## src/shared/swc_defines.svh

```systemverilog
// Timing counts and register map of the sleep and wake controller
`ifndef SWC_DEFINES_SVH
`define SWC_DEFINES_SVH

`define SWC_CLK_HZ        100000000
`define SWC_STAB_US       5000
`define SWC_STAB_CYC      ((`SWC_CLK_HZ / 1000000) * `SWC_STAB_US)
`define SWC_SEC_MS        1000
`define SWC_SEC_CYC       ((`SWC_CLK_HZ / 1000) * `SWC_SEC_MS)
`define SWC_PAGE_PER_MS   1000
`define SWC_PAGE_PER_CYC  ((`SWC_CLK_HZ / 1000) * `SWC_PAGE_PER_MS)
`define SWC_PAGE_WIN_MS   10
`define SWC_PAGE_WIN_CYC  ((`SWC_CLK_HZ / 1000) * `SWC_PAGE_WIN_MS)

`define SWC_OFF_CTRL      12'h000
`define SWC_OFF_STATUS    12'h004
`define SWC_OFF_IRQ_STAT  12'h008
`define SWC_OFF_IRQ_MASK  12'h00c
`define SWC_OFF_ALERT     12'h010

`define SWC_DELAY_RST     8'h00
`define SWC_ALERT_RST     3'h7
`define SWC_IRQ_W         3
`define SWC_IRQ_WAKE      0
`define SWC_IRQ_SLEEP     1
`define SWC_IRQ_NET       2
`define SWC_ALERT_PIN     0
`define SWC_ALERT_SER     1
`define SWC_ALERT_RING    2

`endif

```

## src/shared/swc_pkg.sv

```systemverilog
// Types of the sleep and wake controller
package swc_pkg;
	typedef enum logic [2:0] {
		SWC_IDLE,
		SWC_WAIT,
		SWC_SLEEP,
		SWC_PAGE,
		SWC_STAB
	} swc_state_t;

	typedef struct packed {
		logic        psel;
		logic        penable;
		logic        pwrite;
		logic [11:0] paddr;
		logic [31:0] pwdata;
	} swc_apb_req_t;

	typedef struct packed {
		logic        pready;
		logic [31:0] prdata;
		logic        pslverr;
	} swc_apb_rsp_t;

	typedef struct packed {
		swc_state_t  st;
		logic [31:0] cnt;
		logic [31:0] sec_cnt;
		logic [7:0]  sec_left;
		logic [31:0] page_cnt;
		logic [7:0]  delay;
		logic        ser_block;
		logic [2:0]  alert_cfg;
		logic [2:0]  irq_stat;
		logic [2:0]  irq_mask;
		logic        net_pend;
		logic        wk_m;
		logic        wk_s;
		logic        wk_d;
		logic        us_m;
		logic        us_s;
		logic        sb_m;
		logic        sb_s;
		logic        sb_d;
		logic        nt_m;
		logic        nt_s;
		logic        nt_d;
		logic        ack_m;
		logic        ack_s;
		logic        cts_n;
		logic        alert_n;
		logic        ring_n;
		logic        ser_ev;
		logic        awake;
		logic        irq;
		swc_apb_rsp_t rsp;
	} swc_state_vec_t;
endpackage

```

## src/design/swc_top.sv

```systemverilog
// Sleep and wake controller with APB register access
`timescale 1ns/10ps
`include "swc_defines.svh"

// How it works
// Wait stabilisation interval after every wake
// Keep clear-to-send high while stabilising
// Low wake input moves sleep to idle
// Stay idle while wake input low
// Wake release: sleep after configured delay
// Host uses wake input when serial blocked
// Network indication wakes device, interfaces on
// Alert host by configured alert methods
// No sleep during transfer or unprocessed data
// After transfer processed, sleep after delay
// Delay zero forces idle immediately
// Stay awake until delay non-zero again
// Host disables sleep only when serial active; code accepts a zero delay write in any state
// No sleep while USB is active
// Delay in seconds; zero default disables
// Sleep pages periodically with clear-to-send low
// Serial block keeps clear-to-send high asleep
// Clear-to-send low means serial ready
// Delay count restarts when wake source ends
module swc_top #(
	parameter int unsigned STAB_CYC     = `SWC_STAB_CYC,
	parameter int unsigned SEC_CYC      = `SWC_SEC_CYC,
	parameter int unsigned PAGE_PER_CYC = `SWC_PAGE_PER_CYC,
	parameter int unsigned PAGE_WIN_CYC = `SWC_PAGE_WIN_CYC
) (
	input  wire logic        pclk,
	input  wire logic        presetn,
	input  wire logic        psel,
	input  wire logic        penable,
	input  wire logic        pwrite,
	input  wire logic [11:0] paddr,
	input  wire logic [31:0] pwdata,
	output logic             pready,
	output logic      [31:0] prdata,
	output logic             pslverr,
	input  wire logic        host_wake_in_n,
	input  wire logic        usb_active,
	input  wire logic        serial_busy,
	input  wire logic        net_indication,
	input  wire logic        alert_done,
	output logic             serial_cts_n,
	output logic             host_alert_out_n,
	output logic             ring_indicator_n,
	output logic             serial_alert_req,
	output logic             awake,
	output logic             irq
);
	// Paging needs at least one sleeping cycle per period
	if (STAB_CYC < 1 || SEC_CYC < 1 || PAGE_WIN_CYC < 1 ||
	    PAGE_PER_CYC <= PAGE_WIN_CYC) begin
		$error("swc_top: timing parameters out of range");
	end

	swc_pkg::swc_state_vec_t s_r;
	swc_pkg::swc_state_vec_t s_nxt;
	swc_pkg::swc_apb_req_t   req;

	assign req = '{psel: psel, penable: penable, pwrite: pwrite,
		paddr: paddr, pwdata: pwdata};

	assign pready           = s_r.rsp.pready;
	assign prdata           = s_r.rsp.prdata;
	assign pslverr          = s_r.rsp.pslverr;
	assign serial_cts_n     = s_r.cts_n;
	assign host_alert_out_n = s_r.alert_n;
	assign ring_indicator_n = s_r.ring_n;
	assign serial_alert_req = s_r.ser_ev;
	assign awake            = s_r.awake;
	assign irq              = s_r.irq;

	logic       setup;
	logic       wr;
	logic       wake_hold;
	logic       src_end;
	logic [2:0] ev;

	always_comb begin
		s_nxt = s_r;
		setup = req.psel && !req.penable;
		wr = req.psel && req.penable && req.pwrite && s_r.rsp.pready;

		// Two-stage synchronisers for pins from other domains
		s_nxt.wk_m  = host_wake_in_n;
		s_nxt.wk_s  = s_r.wk_m;
		s_nxt.wk_d  = s_r.wk_s;
		s_nxt.us_m  = usb_active;
		s_nxt.us_s  = s_r.us_m;
		s_nxt.sb_m  = serial_busy;
		s_nxt.sb_s  = s_r.sb_m;
		s_nxt.sb_d  = s_r.sb_s;
		s_nxt.nt_m  = net_indication;
		s_nxt.nt_s  = s_r.nt_m;
		s_nxt.nt_d  = s_r.nt_s;
		s_nxt.ack_m = alert_done;
		s_nxt.ack_s = s_r.ack_m;

		ev = '0;
		// A new network event beats a handled one in the same cycle
		if (s_r.net_pend && s_r.ack_s)
			s_nxt.net_pend = 1'b0;
		if (s_r.nt_s && !s_r.nt_d)
			s_nxt.net_pend = 1'b1;

		// Anything that forbids sleep
		wake_hold = !s_r.wk_s || s_r.sb_s || s_r.net_pend ||
			s_r.us_s || (s_r.delay == 8'h00);
		src_end = (s_r.wk_s && !s_r.wk_d) || (!s_r.sb_s && s_r.sb_d) ||
			(s_r.net_pend && s_r.ack_s);

		s_nxt.ser_ev = 1'b0;

		case (s_r.st)
		swc_pkg::SWC_IDLE: begin
			s_nxt.cts_n = 1'b0;
			if (!wake_hold) begin
				s_nxt.st       = swc_pkg::SWC_WAIT;
				s_nxt.sec_cnt  = '0;
				s_nxt.sec_left = s_r.delay;
			end
		end
		swc_pkg::SWC_WAIT: begin
			s_nxt.cts_n = 1'b0;
			if (wake_hold) begin
				s_nxt.st = swc_pkg::SWC_IDLE;
			end else if (src_end) begin
				s_nxt.sec_cnt  = '0;
				s_nxt.sec_left = s_r.delay;
			end else if (s_r.sec_cnt == 32'(SEC_CYC - 1)) begin
				s_nxt.sec_cnt = '0;
				if (s_r.sec_left <= 8'h01) begin
					s_nxt.st       = swc_pkg::SWC_SLEEP;
					s_nxt.awake    = 1'b0;
					s_nxt.page_cnt = '0;
					s_nxt.cts_n    = 1'b1;
					ev[`SWC_IRQ_SLEEP] = 1'b1;
				end else begin
					s_nxt.sec_left = s_r.sec_left - 8'h01;
				end
			end else begin
				s_nxt.sec_cnt = s_r.sec_cnt + 32'h1;
			end
		end
		swc_pkg::SWC_SLEEP, swc_pkg::SWC_PAGE: begin
			s_nxt.page_cnt = s_r.page_cnt + 32'h1;
			if (!s_r.wk_s || s_r.nt_s || s_r.net_pend || s_r.us_s ||
			    s_r.delay == 8'h00 ||
			    (s_r.st == swc_pkg::SWC_PAGE && s_r.sb_s)) begin
				// Wake: pin, network, USB, delay zero or paging data
				s_nxt.st    = swc_pkg::SWC_STAB;
				s_nxt.cnt   = '0;
				s_nxt.cts_n = 1'b1;
			end else if (s_r.st == swc_pkg::SWC_SLEEP) begin
				s_nxt.cts_n = 1'b1;
				// Window spans counts PER-WIN up to PER-1
				if (s_r.page_cnt >=
				    32'(PAGE_PER_CYC - PAGE_WIN_CYC - 1)) begin
					s_nxt.st    = swc_pkg::SWC_PAGE;
					s_nxt.cts_n = s_r.ser_block;
				end
			end else begin
				s_nxt.cts_n = s_r.ser_block;
				if (s_r.page_cnt >= 32'(PAGE_PER_CYC - 1)) begin
					s_nxt.st       = swc_pkg::SWC_SLEEP;
					s_nxt.page_cnt = '0;
					s_nxt.cts_n    = 1'b1;
				end
			end
		end
		swc_pkg::SWC_STAB: begin
			s_nxt.awake = 1'b1;
			s_nxt.cts_n = 1'b1;
			if (s_r.cnt == 32'(STAB_CYC - 1)) begin
				s_nxt.st    = swc_pkg::SWC_IDLE;
				s_nxt.cts_n = 1'b0;
				ev[`SWC_IRQ_WAKE] = 1'b1;
				if (s_r.net_pend) begin
					ev[`SWC_IRQ_NET] = 1'b1;
					// Alert methods chosen by software
					if (s_r.alert_cfg[`SWC_ALERT_PIN])
						s_nxt.alert_n = 1'b0;
					if (s_r.alert_cfg[`SWC_ALERT_RING])
						s_nxt.ring_n = 1'b0;
					s_nxt.ser_ev = s_r.alert_cfg[`SWC_ALERT_SER];
				end
			end else begin
				s_nxt.cnt = s_r.cnt + 32'h1;
			end
		end
		default: s_nxt.st = swc_pkg::SWC_IDLE;
		endcase

		// Alert lines released once the host has handled the event
		if (!s_r.net_pend) begin
			s_nxt.alert_n = 1'b1;
			s_nxt.ring_n  = 1'b1;
		end

		// APB slave: no wait state, answer in the first access cycle
		s_nxt.rsp.pready  = setup;
		s_nxt.rsp.pslverr = 1'b0;
		if (setup) begin
			s_nxt.rsp.prdata = '0;
			case (req.paddr)
			`SWC_OFF_CTRL: s_nxt.rsp.prdata =
				{23'h0, s_r.ser_block, s_r.delay};
			`SWC_OFF_STATUS: s_nxt.rsp.prdata =
				{28'h0, s_r.awake, s_r.st};
			`SWC_OFF_IRQ_STAT: s_nxt.rsp.prdata = {29'h0, s_r.irq_stat};
			`SWC_OFF_IRQ_MASK: s_nxt.rsp.prdata = {29'h0, s_r.irq_mask};
			`SWC_OFF_ALERT: s_nxt.rsp.prdata = {29'h0, s_r.alert_cfg};
			default: s_nxt.rsp.pslverr = 1'b1;
			endcase
		end
		if (req.psel && req.penable && !s_r.rsp.pready)
			s_nxt.rsp.pslverr = 1'b0;
		if (wr) begin
			case (req.paddr)
			`SWC_OFF_CTRL: begin
				s_nxt.delay     = req.pwdata[7:0];
				s_nxt.ser_block = req.pwdata[8];
			end
			`SWC_OFF_IRQ_STAT:
				s_nxt.irq_stat = s_r.irq_stat & ~req.pwdata[2:0];
			`SWC_OFF_IRQ_MASK: s_nxt.irq_mask = req.pwdata[2:0];
			`SWC_OFF_ALERT: s_nxt.alert_cfg = req.pwdata[2:0];
			default: s_nxt.irq_stat = s_nxt.irq_stat;
			endcase
		end
		// Set beats clear in the same cycle
		s_nxt.irq_stat = s_nxt.irq_stat | ev;
		s_nxt.irq = |(s_nxt.irq_stat & s_nxt.irq_mask);
	end

	always_ff @(posedge pclk or negedge presetn) begin
		if (!presetn) begin
			s_r           <= '0;
			s_r.st        <= swc_pkg::SWC_IDLE;
			s_r.delay     <= `SWC_DELAY_RST;
			s_r.alert_cfg <= `SWC_ALERT_RST;
			s_r.wk_m      <= 1'b1;
			s_r.wk_s      <= 1'b1;
			s_r.wk_d      <= 1'b1;
			s_r.cts_n     <= 1'b0;
			s_r.alert_n   <= 1'b1;
			s_r.ring_n    <= 1'b1;
			s_r.awake     <= 1'b1;
		end else begin
			s_r <= s_nxt;
		end
	end
endmodule

```

## config.mk

```make
export PLATFORM = sky130hd
export DESIGN_NAME = swc_top
export DESIGN_NICKNAME = d
export VERILOG_FILES = /design/src/shared/swc_pkg.sv /design/src/design/swc_top.sv
export VERILOG_INCLUDE_DIRS = /design/src /design/src/shared
export SDC_FILE = /design/constraint.sdc
export NUM_CORES = 1
export LEC_CHECK = 0
export ABC_AREA = 1
export BUFFER_PORTS_ARGS = -buffer_cell sky130_fd_sc_hd__buf_2
export CAP_MARGIN = 20
export CORE_AREA = 4 4 133 135
export DETAILED_ROUTE_END_ITERATION = 7
export DIE_AREA = 0 0 137 139
export PLACE_DENSITY = 0.78
export SETUP_SLACK_MARGIN = 0.1
export SKIP_CTS_REPAIR_TIMING = 1
export SYNTH_ARGS = -nofsm -noshare
export SYNTH_HDL_FRONTEND = slang
export SYNTH_SLANG_ARGS = --single-unit
```

## constraint.sdc

```tcl
create_clock -name pclk -period 2.5 [get_ports pclk]
set_input_delay 0.25 -clock pclk [delete_from_list [all_inputs] [get_ports pclk]]
set_output_delay 0.25 -clock pclk [all_outputs]
set_load 0.005 [all_outputs]
```

==> summary.txt, run 1 <==
Global routing
  • First-pass GRT wire length: 40,800 µm
  • Number of antenna violations at the first check in global routing: 0
  • Number of global-route vias before repair: 8,370
  • All-Layer GR Usage: 26.1%
  • Met1 Use GR: 38.0%
  • Met2 Usage GRT: 39.3%
  • Largest net degree at the start of global routing: 58
  • GRT overflow: 0
  • Top Usage Layer GRT: met2
  • Met3 Track Usage GR: 5.04%

Detailed routing
  • Drt pass-1 iters: 8
  • Routed WL: 24,500 µm
  • Wire per inst: 14.5 µm
  • Antenna-violating nets left: 0
  • Vias per cell: 5.44
  • DRC: 0
  • Via count: 9,200
  • 1st-iter DRT viols: 910

Synthesis
  • Prevailing post-synth register cell: dfrtp_1
  • Most numerous cell in the Yosys netlist: nand2_1
  • Post-Syn Instances: 1,402
  • Sequential-to-total area share from yosys stat: 40.0%
  • Synth Warn #: 0
  • Synth top area share: 37.6%
  • EDFF count, synth: 0
  • Unique cell type count in the Yosys netlist: 43
  • Syn Area/Cell: 6.98 µm²
  • Yosys reg bits: 156
  • Synth top cells by count: 374 x nand2_1, 204 x nor2_1, 161 x inv_1
  • Async SR Flop Fraction: 100%
  • Cell taking the most area after synthesis: dfrtp_1
  • Mapped cell area: 9790 µm²
  • Synth area leaders: dfrtp_1 38%, nand2_1 14%, nor2_1 7.8%

Worst setup path
  • Crit path required time: 2.85 ns
  • Crit path top cell by count: nand2_1
  • WS Path Type: reg -> reg
  • Crit start category: flop
  • Worst Setup End Kind: flop
  • Worst-path cell chain: ha_1 -> nand2_1 -> nor2_2 -> nand3_1 -> nor2_1 -> nand2_1 -> nand2_1 -> nand2_2 -> inv_1 -> a22o_1
  • Crit path max fanout: 9
  • Worst R2R Start: s_r[144]
  • Crit Reg-Reg Endpoint: s_r[145]
  • Internal reg-to-reg setup slack: 0.28 ns
  • Highest-delay cell along the critical path: dfrtp_1
  • Critical path arrival: 2.57 ns
  • Max stage delay on crit path: 0.42 ns
  • Worst r2r path cells: 10

Layout
  • Post-route insts no fill: 1,691
  • Synthesis-to-layout area growth: 11.5%
  • Max reg flops: 131
  • Largest Register: s_r
  • Final net count: 1,517
  • Number of fill cells: 1,455
  • Antenna diode count: 0
  • Layout cells sized above 1: 10.6%
  • Final Instance Area: 10,900 µm²

Power and ir drop
  • Leak: 4.98 nW
  • Net Sw Frac: 29.8%
  • Clk pwr share: 41.2%
  • PD cells: 650 nW/µm²
  • Sequential share of power: 39.9%
  • Net switching power: 0.00211 W
  • Worst vdd ir: 0.562 mV
  • Pint: 0.00498 W
  • Combinational share of power: 18.9%

STA
  • Period utilization: 88.8%
  • Setup violators final: 0
  • RSZ-0062 raised after global routing: no
  • Sum Neg Setup Slack: 0 ns
  • Layout Skew: 0.0130 ns
  • Slew @ Worst Pin: 0.590 ns
  • Pins Over Slew Limit: 0
  • Fmax: 451 MHz
  • Tmin final: 2.22 ns
  • Worst slew margin: 60.4%
  • Hold Vio Cnt, Final: 0
  • Setup WS post-layout: 0.280 ns

Floorplanning
  • Io pins: 94
  • Die footprint: 19,000 µm²
  • Standard-cell rows: 47
  • Initial Util: 59.5%
  • Die width: 137 µm
  • Die Y: 139 µm
  • Core ar.: 16,500 µm²

Clocking
  • Root Buffer: clkbuf_16
  • Clock-pin slew on the worst setup and hold paths: 0.07 ns
  • Latest clock arrival within the worst-skew pair: 0.43 ns
  • Number of buffers created by CTS: 17
  • H-tree Lvls: 4
  • CTS tree: done
  • Clk sink count: 156
  • Clock Tree Buf Depth: 2

Hold path
  • Hold worst-path end: s_r[68]
  • Hold Path Origin: pwdata[4]
  • Worst hold path cell count: 3
  • Hold Crit Class: in -> reg

Place
  • Area after DPL: 10,200 µm²
  • Pre-CTS WS: 0.334 ns
  • Global placement routability congestion: 0.982
  • PortBufs: 47
  • Placed Cells: 1,653
  • DP HPWL: 17,900 µm

Job
  • Max_cap viols: 0

Status
  • Status: completed
-- worst max-delay path by stage --
stage	depth (start not counted)	slack (ns)	endpoint	start
final	10	0.28	s_r[145]	s_r[144]
after floorplan	10	0.68	s_r[86]	s_r[104]
after CTS	9	0.25	s_r[106]	s_r[112]
after detailed placement	9	0.33	s_r[106]	s_r[112]
after global routing	11	0.11	s_r[137]	s_r[53]
after global placement	10	0.37	s_r[75]	s_r[104]
-- critical path, delay by kind of cell, from the launching register on --
family / cells / cell delay, ns
fa+ha+maj: 1 / 0.28
flops: 1 / 0.42
simple gates: 7 / 0.93
buf+inv: 1 / 0.30
compound gates: 1 / 0.21
-- logic make-up after synthesis --
family / count (synthesis) / share of synthesized area [%]
mux: 5 / 0.537
other cells: 1 / 0.0383
compound gates: 129 / 7.56
simple gates: 843 / 37.5
flops: 156 / 40.0
fa+ha+maj: 5 / 0.639
buf+inv: 225 / 10.3
xor+xnor: 38 / 3.40
-- power groups by stage --
stage	Clock [W]	Combinational [W]	Sequential [W]
finish	0.00292	0.00134	0.00283
global route	0.00306	0.00150	0.00285
CTS	0.00296	0.00133	0.00283
detailed placement	0	0.00132	0.00287
global placement	0	0.00129	0.00287
floorplan	0	0.00102	0.00283
-- layer usage --
metal | vias up | wire length, µm | part of all wire (%)
li1 | 4594 | - | -
met1 | 4263 | 11500 | 47
met2 | 299 | 11000 | 45
met3 | 44 | 1440 | 5.9
met4 | 0 | 489 | 2.0
met5 | - | 0 | 0
-- final cells by class --
type	instances	area [µm²]	share of cell area, %
Sequential cell	156	3920	35.9
Multi-Input combinational cell	1043	4960	45.4
Inverter	165	619	5.67
Tap cell	220	275	2.52
Clock buffer	20	437	4.00
Timing Repair Buffer	75	492	4.50
Clock inverter	12	221	2.03
-- per-stage QoR --
stage | hold WS, ns | power (W) | utilization (%)
after floorplan | -0.0456 | 0.00385 | -
after global placement | 0.232 | 0.00415 | 61.9
after detailed placement | 0.232 | 0.00419 | 61.9
after CTS | -0.230 | 0.00711 | 65.9
after global routing | 0.0669 | 0.00742 | 66.3
final | 0.0664 | 0.00709 | 66.3
-- placed cells by master, fill, tap and decap left out, types with 5 or more instances in the layout --
cell type	synthesis	routed
o21ai_0	59	59
nand2_1	374	374
xor2_1	32	32
dlygate4sd3_1	0	6
dfrtp_1	147	147
xnor2_1	6	6
o21ai_1	11	11
o21ai_2	6	6
nor2_1	204	204
buf_2	15	46
nand4_1	51	51
conb_1	1	23
o31ai_1	5	5
a21oi_1	21	21
nor3_1	61	61
ha_1	5	5
o22ai_1	16	16
buf_4	35	20
a31oi_1	5	5
bufinv_16	0	6
nand3_1	108	108
nand2_2	5	5
nor2_2	17	17
dfstp_2	9	9
inv_1	161	161
clkbuf_16	0	17
Power figures use the tool's default switching activity.
==> inputs of run 2 (changes only) <==
==> constraint.sdc (replaced) <==
create_clock -name pclk -period 2.1 [get_ports pclk]
set_input_delay 0.21 -clock pclk [delete_from_list [all_inputs] [get_ports pclk]]
set_output_delay 0.21 -clock pclk [all_outputs]
set_load 0.005 [all_outputs]
==> run 2 against run 1 <==
Net effect:
- clock skew shrank 0.0042 ns
- sequential share of layout area shrank 1.4 points
- count of clock-buffer cells in the layout is 1 lower
- critical path depth grew 2
- via count is 2.6% higher
- die area did not move
- core utilization grew 2.7 points
- sequential power increased by 19%
- fmax up 14%
- non-clock buffer count is 34 higher
- wire length increased by 2.2%
- worst hold slack got worse by 0.046 ns
==> summary.txt, run 2 (same netlist as run 1, synthesis figures left out) <==
Worst setup path
  • Crit path required time: 2.47 ns (-0.38 ns)
  • Crit-path leading delay family: simple AND/OR/NAND/NOR gates
  • Worst Setup End Kind: flop
  • Max stage delay on crit path: 0.44 ns (+0.02 ns)
  • Highest-delay cell along the critical path: dfrtp_1
  • CP Buf/Inv Count: 3 (+2)
  • Crit path max fanout: 8 (-1)
  • Worst-path cell chain: inv_2 -> ha_4 -> o21ai_2 -> nor2_2 -> nand3_2 -> a21oi_4 -> buf_12 -> clkbuf_16 -> nand3_1 -> nand2_1 -> nand2_1 -> nor2_2
  • WS Path Type: reg -> reg
  • Critical path arrival: 2.31 ns (-0.26 ns)
  • Crit start category: flop

Global routing
  • Number of global-route vias before repair: 8,458 (+1.1%)
  • First-pass GRT wire length: 40,100 µm (-1.7%)
  • All-Layer GR Usage: 25.7% (-0.43 points)
  • Largest net degree at the start of global routing: 66 (+14%)
  • GRT overflow: 0 (unchanged)
  • Number of antenna violations at the first check in global routing: 0 (unchanged)

Place
  • Placed Cells: 1,671 (+1.1%)
  • PortBufs: 47 (unchanged)
  • DP HPWL: 18,100 µm (+1.4%)
  • Global placement routability congestion: 0.962 (-2.0%)
  • Pre-CTS WS: 0.0594 ns (-0.274 ns)
  • Area after DPL: 10,400 µm² (+1.8%)

Layout
  • Antenna diode count: 0 (unchanged)
  • Max reg flops: 131 (unchanged)
  • Final Instance Area: 11,400 µm² (+4.1%)
  • Final net count: 1,551 (+2.2%)
  • Synthesis-to-layout area growth: 16.1%
  • Number of fill cells: 1,393 (-4.3%)
  • Largest Register: s_r
  • Most common cell after layout, fill and taps aside: nand2_1
  • Layout cells sized above 1: 15.0% (+4.3 points)
  • Post-route insts no fill: 1,725 (+2.0%)
  • Most frequent cells in the layout: 365 x nand2_1, 197 x nor2_1, 156 x inv_1

Clocking
  • H-tree Lvls: 4 (unchanged)
  • Number of buffers created by CTS: 17 (unchanged)
  • Clock-pin slew on the worst setup and hold paths: 0.07 ns (about the same)
  • Latest clock arrival within the worst-skew pair: 0.43 ns (about the same)
  • CTS tree: done
  • Root Buffer: clkbuf_16
  • Clock Tree Buf Depth: 2 (unchanged)
  • Clk sink count: 156 (unchanged)

Floorplanning
  • Die footprint: 19,000 µm² (unchanged)
  • Io pins: 94 (unchanged)
  • Standard-cell rows: 47 (unchanged)
  • Core ar.: 16,500 µm² (unchanged)
  • Die width: 137 µm (unchanged)
  • Die Y: 139 µm (unchanged)
  • Initial Util: 59.5% (unchanged)

STA
  • Sum Neg Setup Slack: 0 ns (unchanged)
  • RSZ-0062 raised after global routing: yes
  • Pins Over Slew Limit: 0 (unchanged)
  • Fmax: 515 MHz (+14%)
  • Setup WS post-layout: 0.159 ns (-0.121 ns)
  • Period utilization: 92.4% (+3.6 points)
  • Hold Vio Cnt, Final: 0 (unchanged)
  • Layout Skew: 0.00882 ns (-0.00419 ns)
  • Slew @ Worst Pin: 0.551 ns (-0.0394 ns)
  • Tmin final: 1.94 ns (-0.279 ns)
  • Min Hold Slack: 0.0203 ns (-0.0460 ns)
  • Worst slew margin: 63.0% (+2.6 points)
  • Setup violators final: 0 (unchanged)

Status
  • Status: completed

Detailed routing
  • Drt pass-1 iters: 6 (-2)
  • Via count: 9,436 (+2.6%)
  • 1st-iter DRT viols: 792 (-13%)
  • Antenna-violating nets left: 0 (unchanged)
  • Vias per cell: 5.47 (+0.54%)
  • DRC: 0 (unchanged)
  • Wire per inst: 14.5 µm (+0.17%)
  • Routed WL: 25,000 µm (+2.2%)

Power and ir drop
  • PD cells: 764 nW/µm² (+18%)
  • Worst vdd ir: 0.620 mV (+10%)
  • Leak: 5.15 nW (+3.2%)

Job
  • Max_cap viols: 0 (unchanged)

Hold path
  • Hold Crit Class: in -> reg
-- run 2: layout make-up --
cell class / instances / area [µm²] / area share, %
multi-input combinational: 1043 / 5110 / 45.0
clock buffer: 19 / 433 / 3.81
inverter: 165 / 623 / 5.48
timing repair buffer: 109 / 866 / 7.62
clock inverter: 13 / 143 / 1.26
sequential: 156 / 3920 / 34.5
tap: 220 / 275 / 2.42
-- run 2: worst paths after layout --
path,slack (ns),cells after the start,from,end
min,0.02,2,pwdata[6],s_r[70]
min reg2reg,0.35,0,s_nxt[48],s_r[48]
min in group asynchronous,0.27,2,presetn,s_r[166]
max reg2reg,0.16,12,s_r[104],s_r[94]
max in group asynchronous,1.13,3,presetn,awake
max,0.16,12,s_r[104],s_r[94]
-- run 2: layer usage --
layer	track usage [%]	part of all wire, %
met5	0	0
met4	8.40	2.1
met3	4.32	7.0
met2	39.5	45
met1	36.9	46
-- run 2: through the flow --
stage,power [W],util (%)
4_1_cts,0.00824,66.5
5_1_grt,0.00909,69.0
3_3_place_gp,0.00514,63.0
2_1_floorplan,0.00458,-
3_5_place_dp,0.00519,63.0
6_report,0.00868,69.0
-- run 2: where the power goes --
| part | total, W | internal [W] | switching [W] |
|---|---|---|---|
| registers | 0.00337 | 0.00318 | 0.000185 |
| clock network | 0.00303 | 0.00176 | 0.00127 |
| logic | 0.00229 | 0.000989 | 0.00130 |
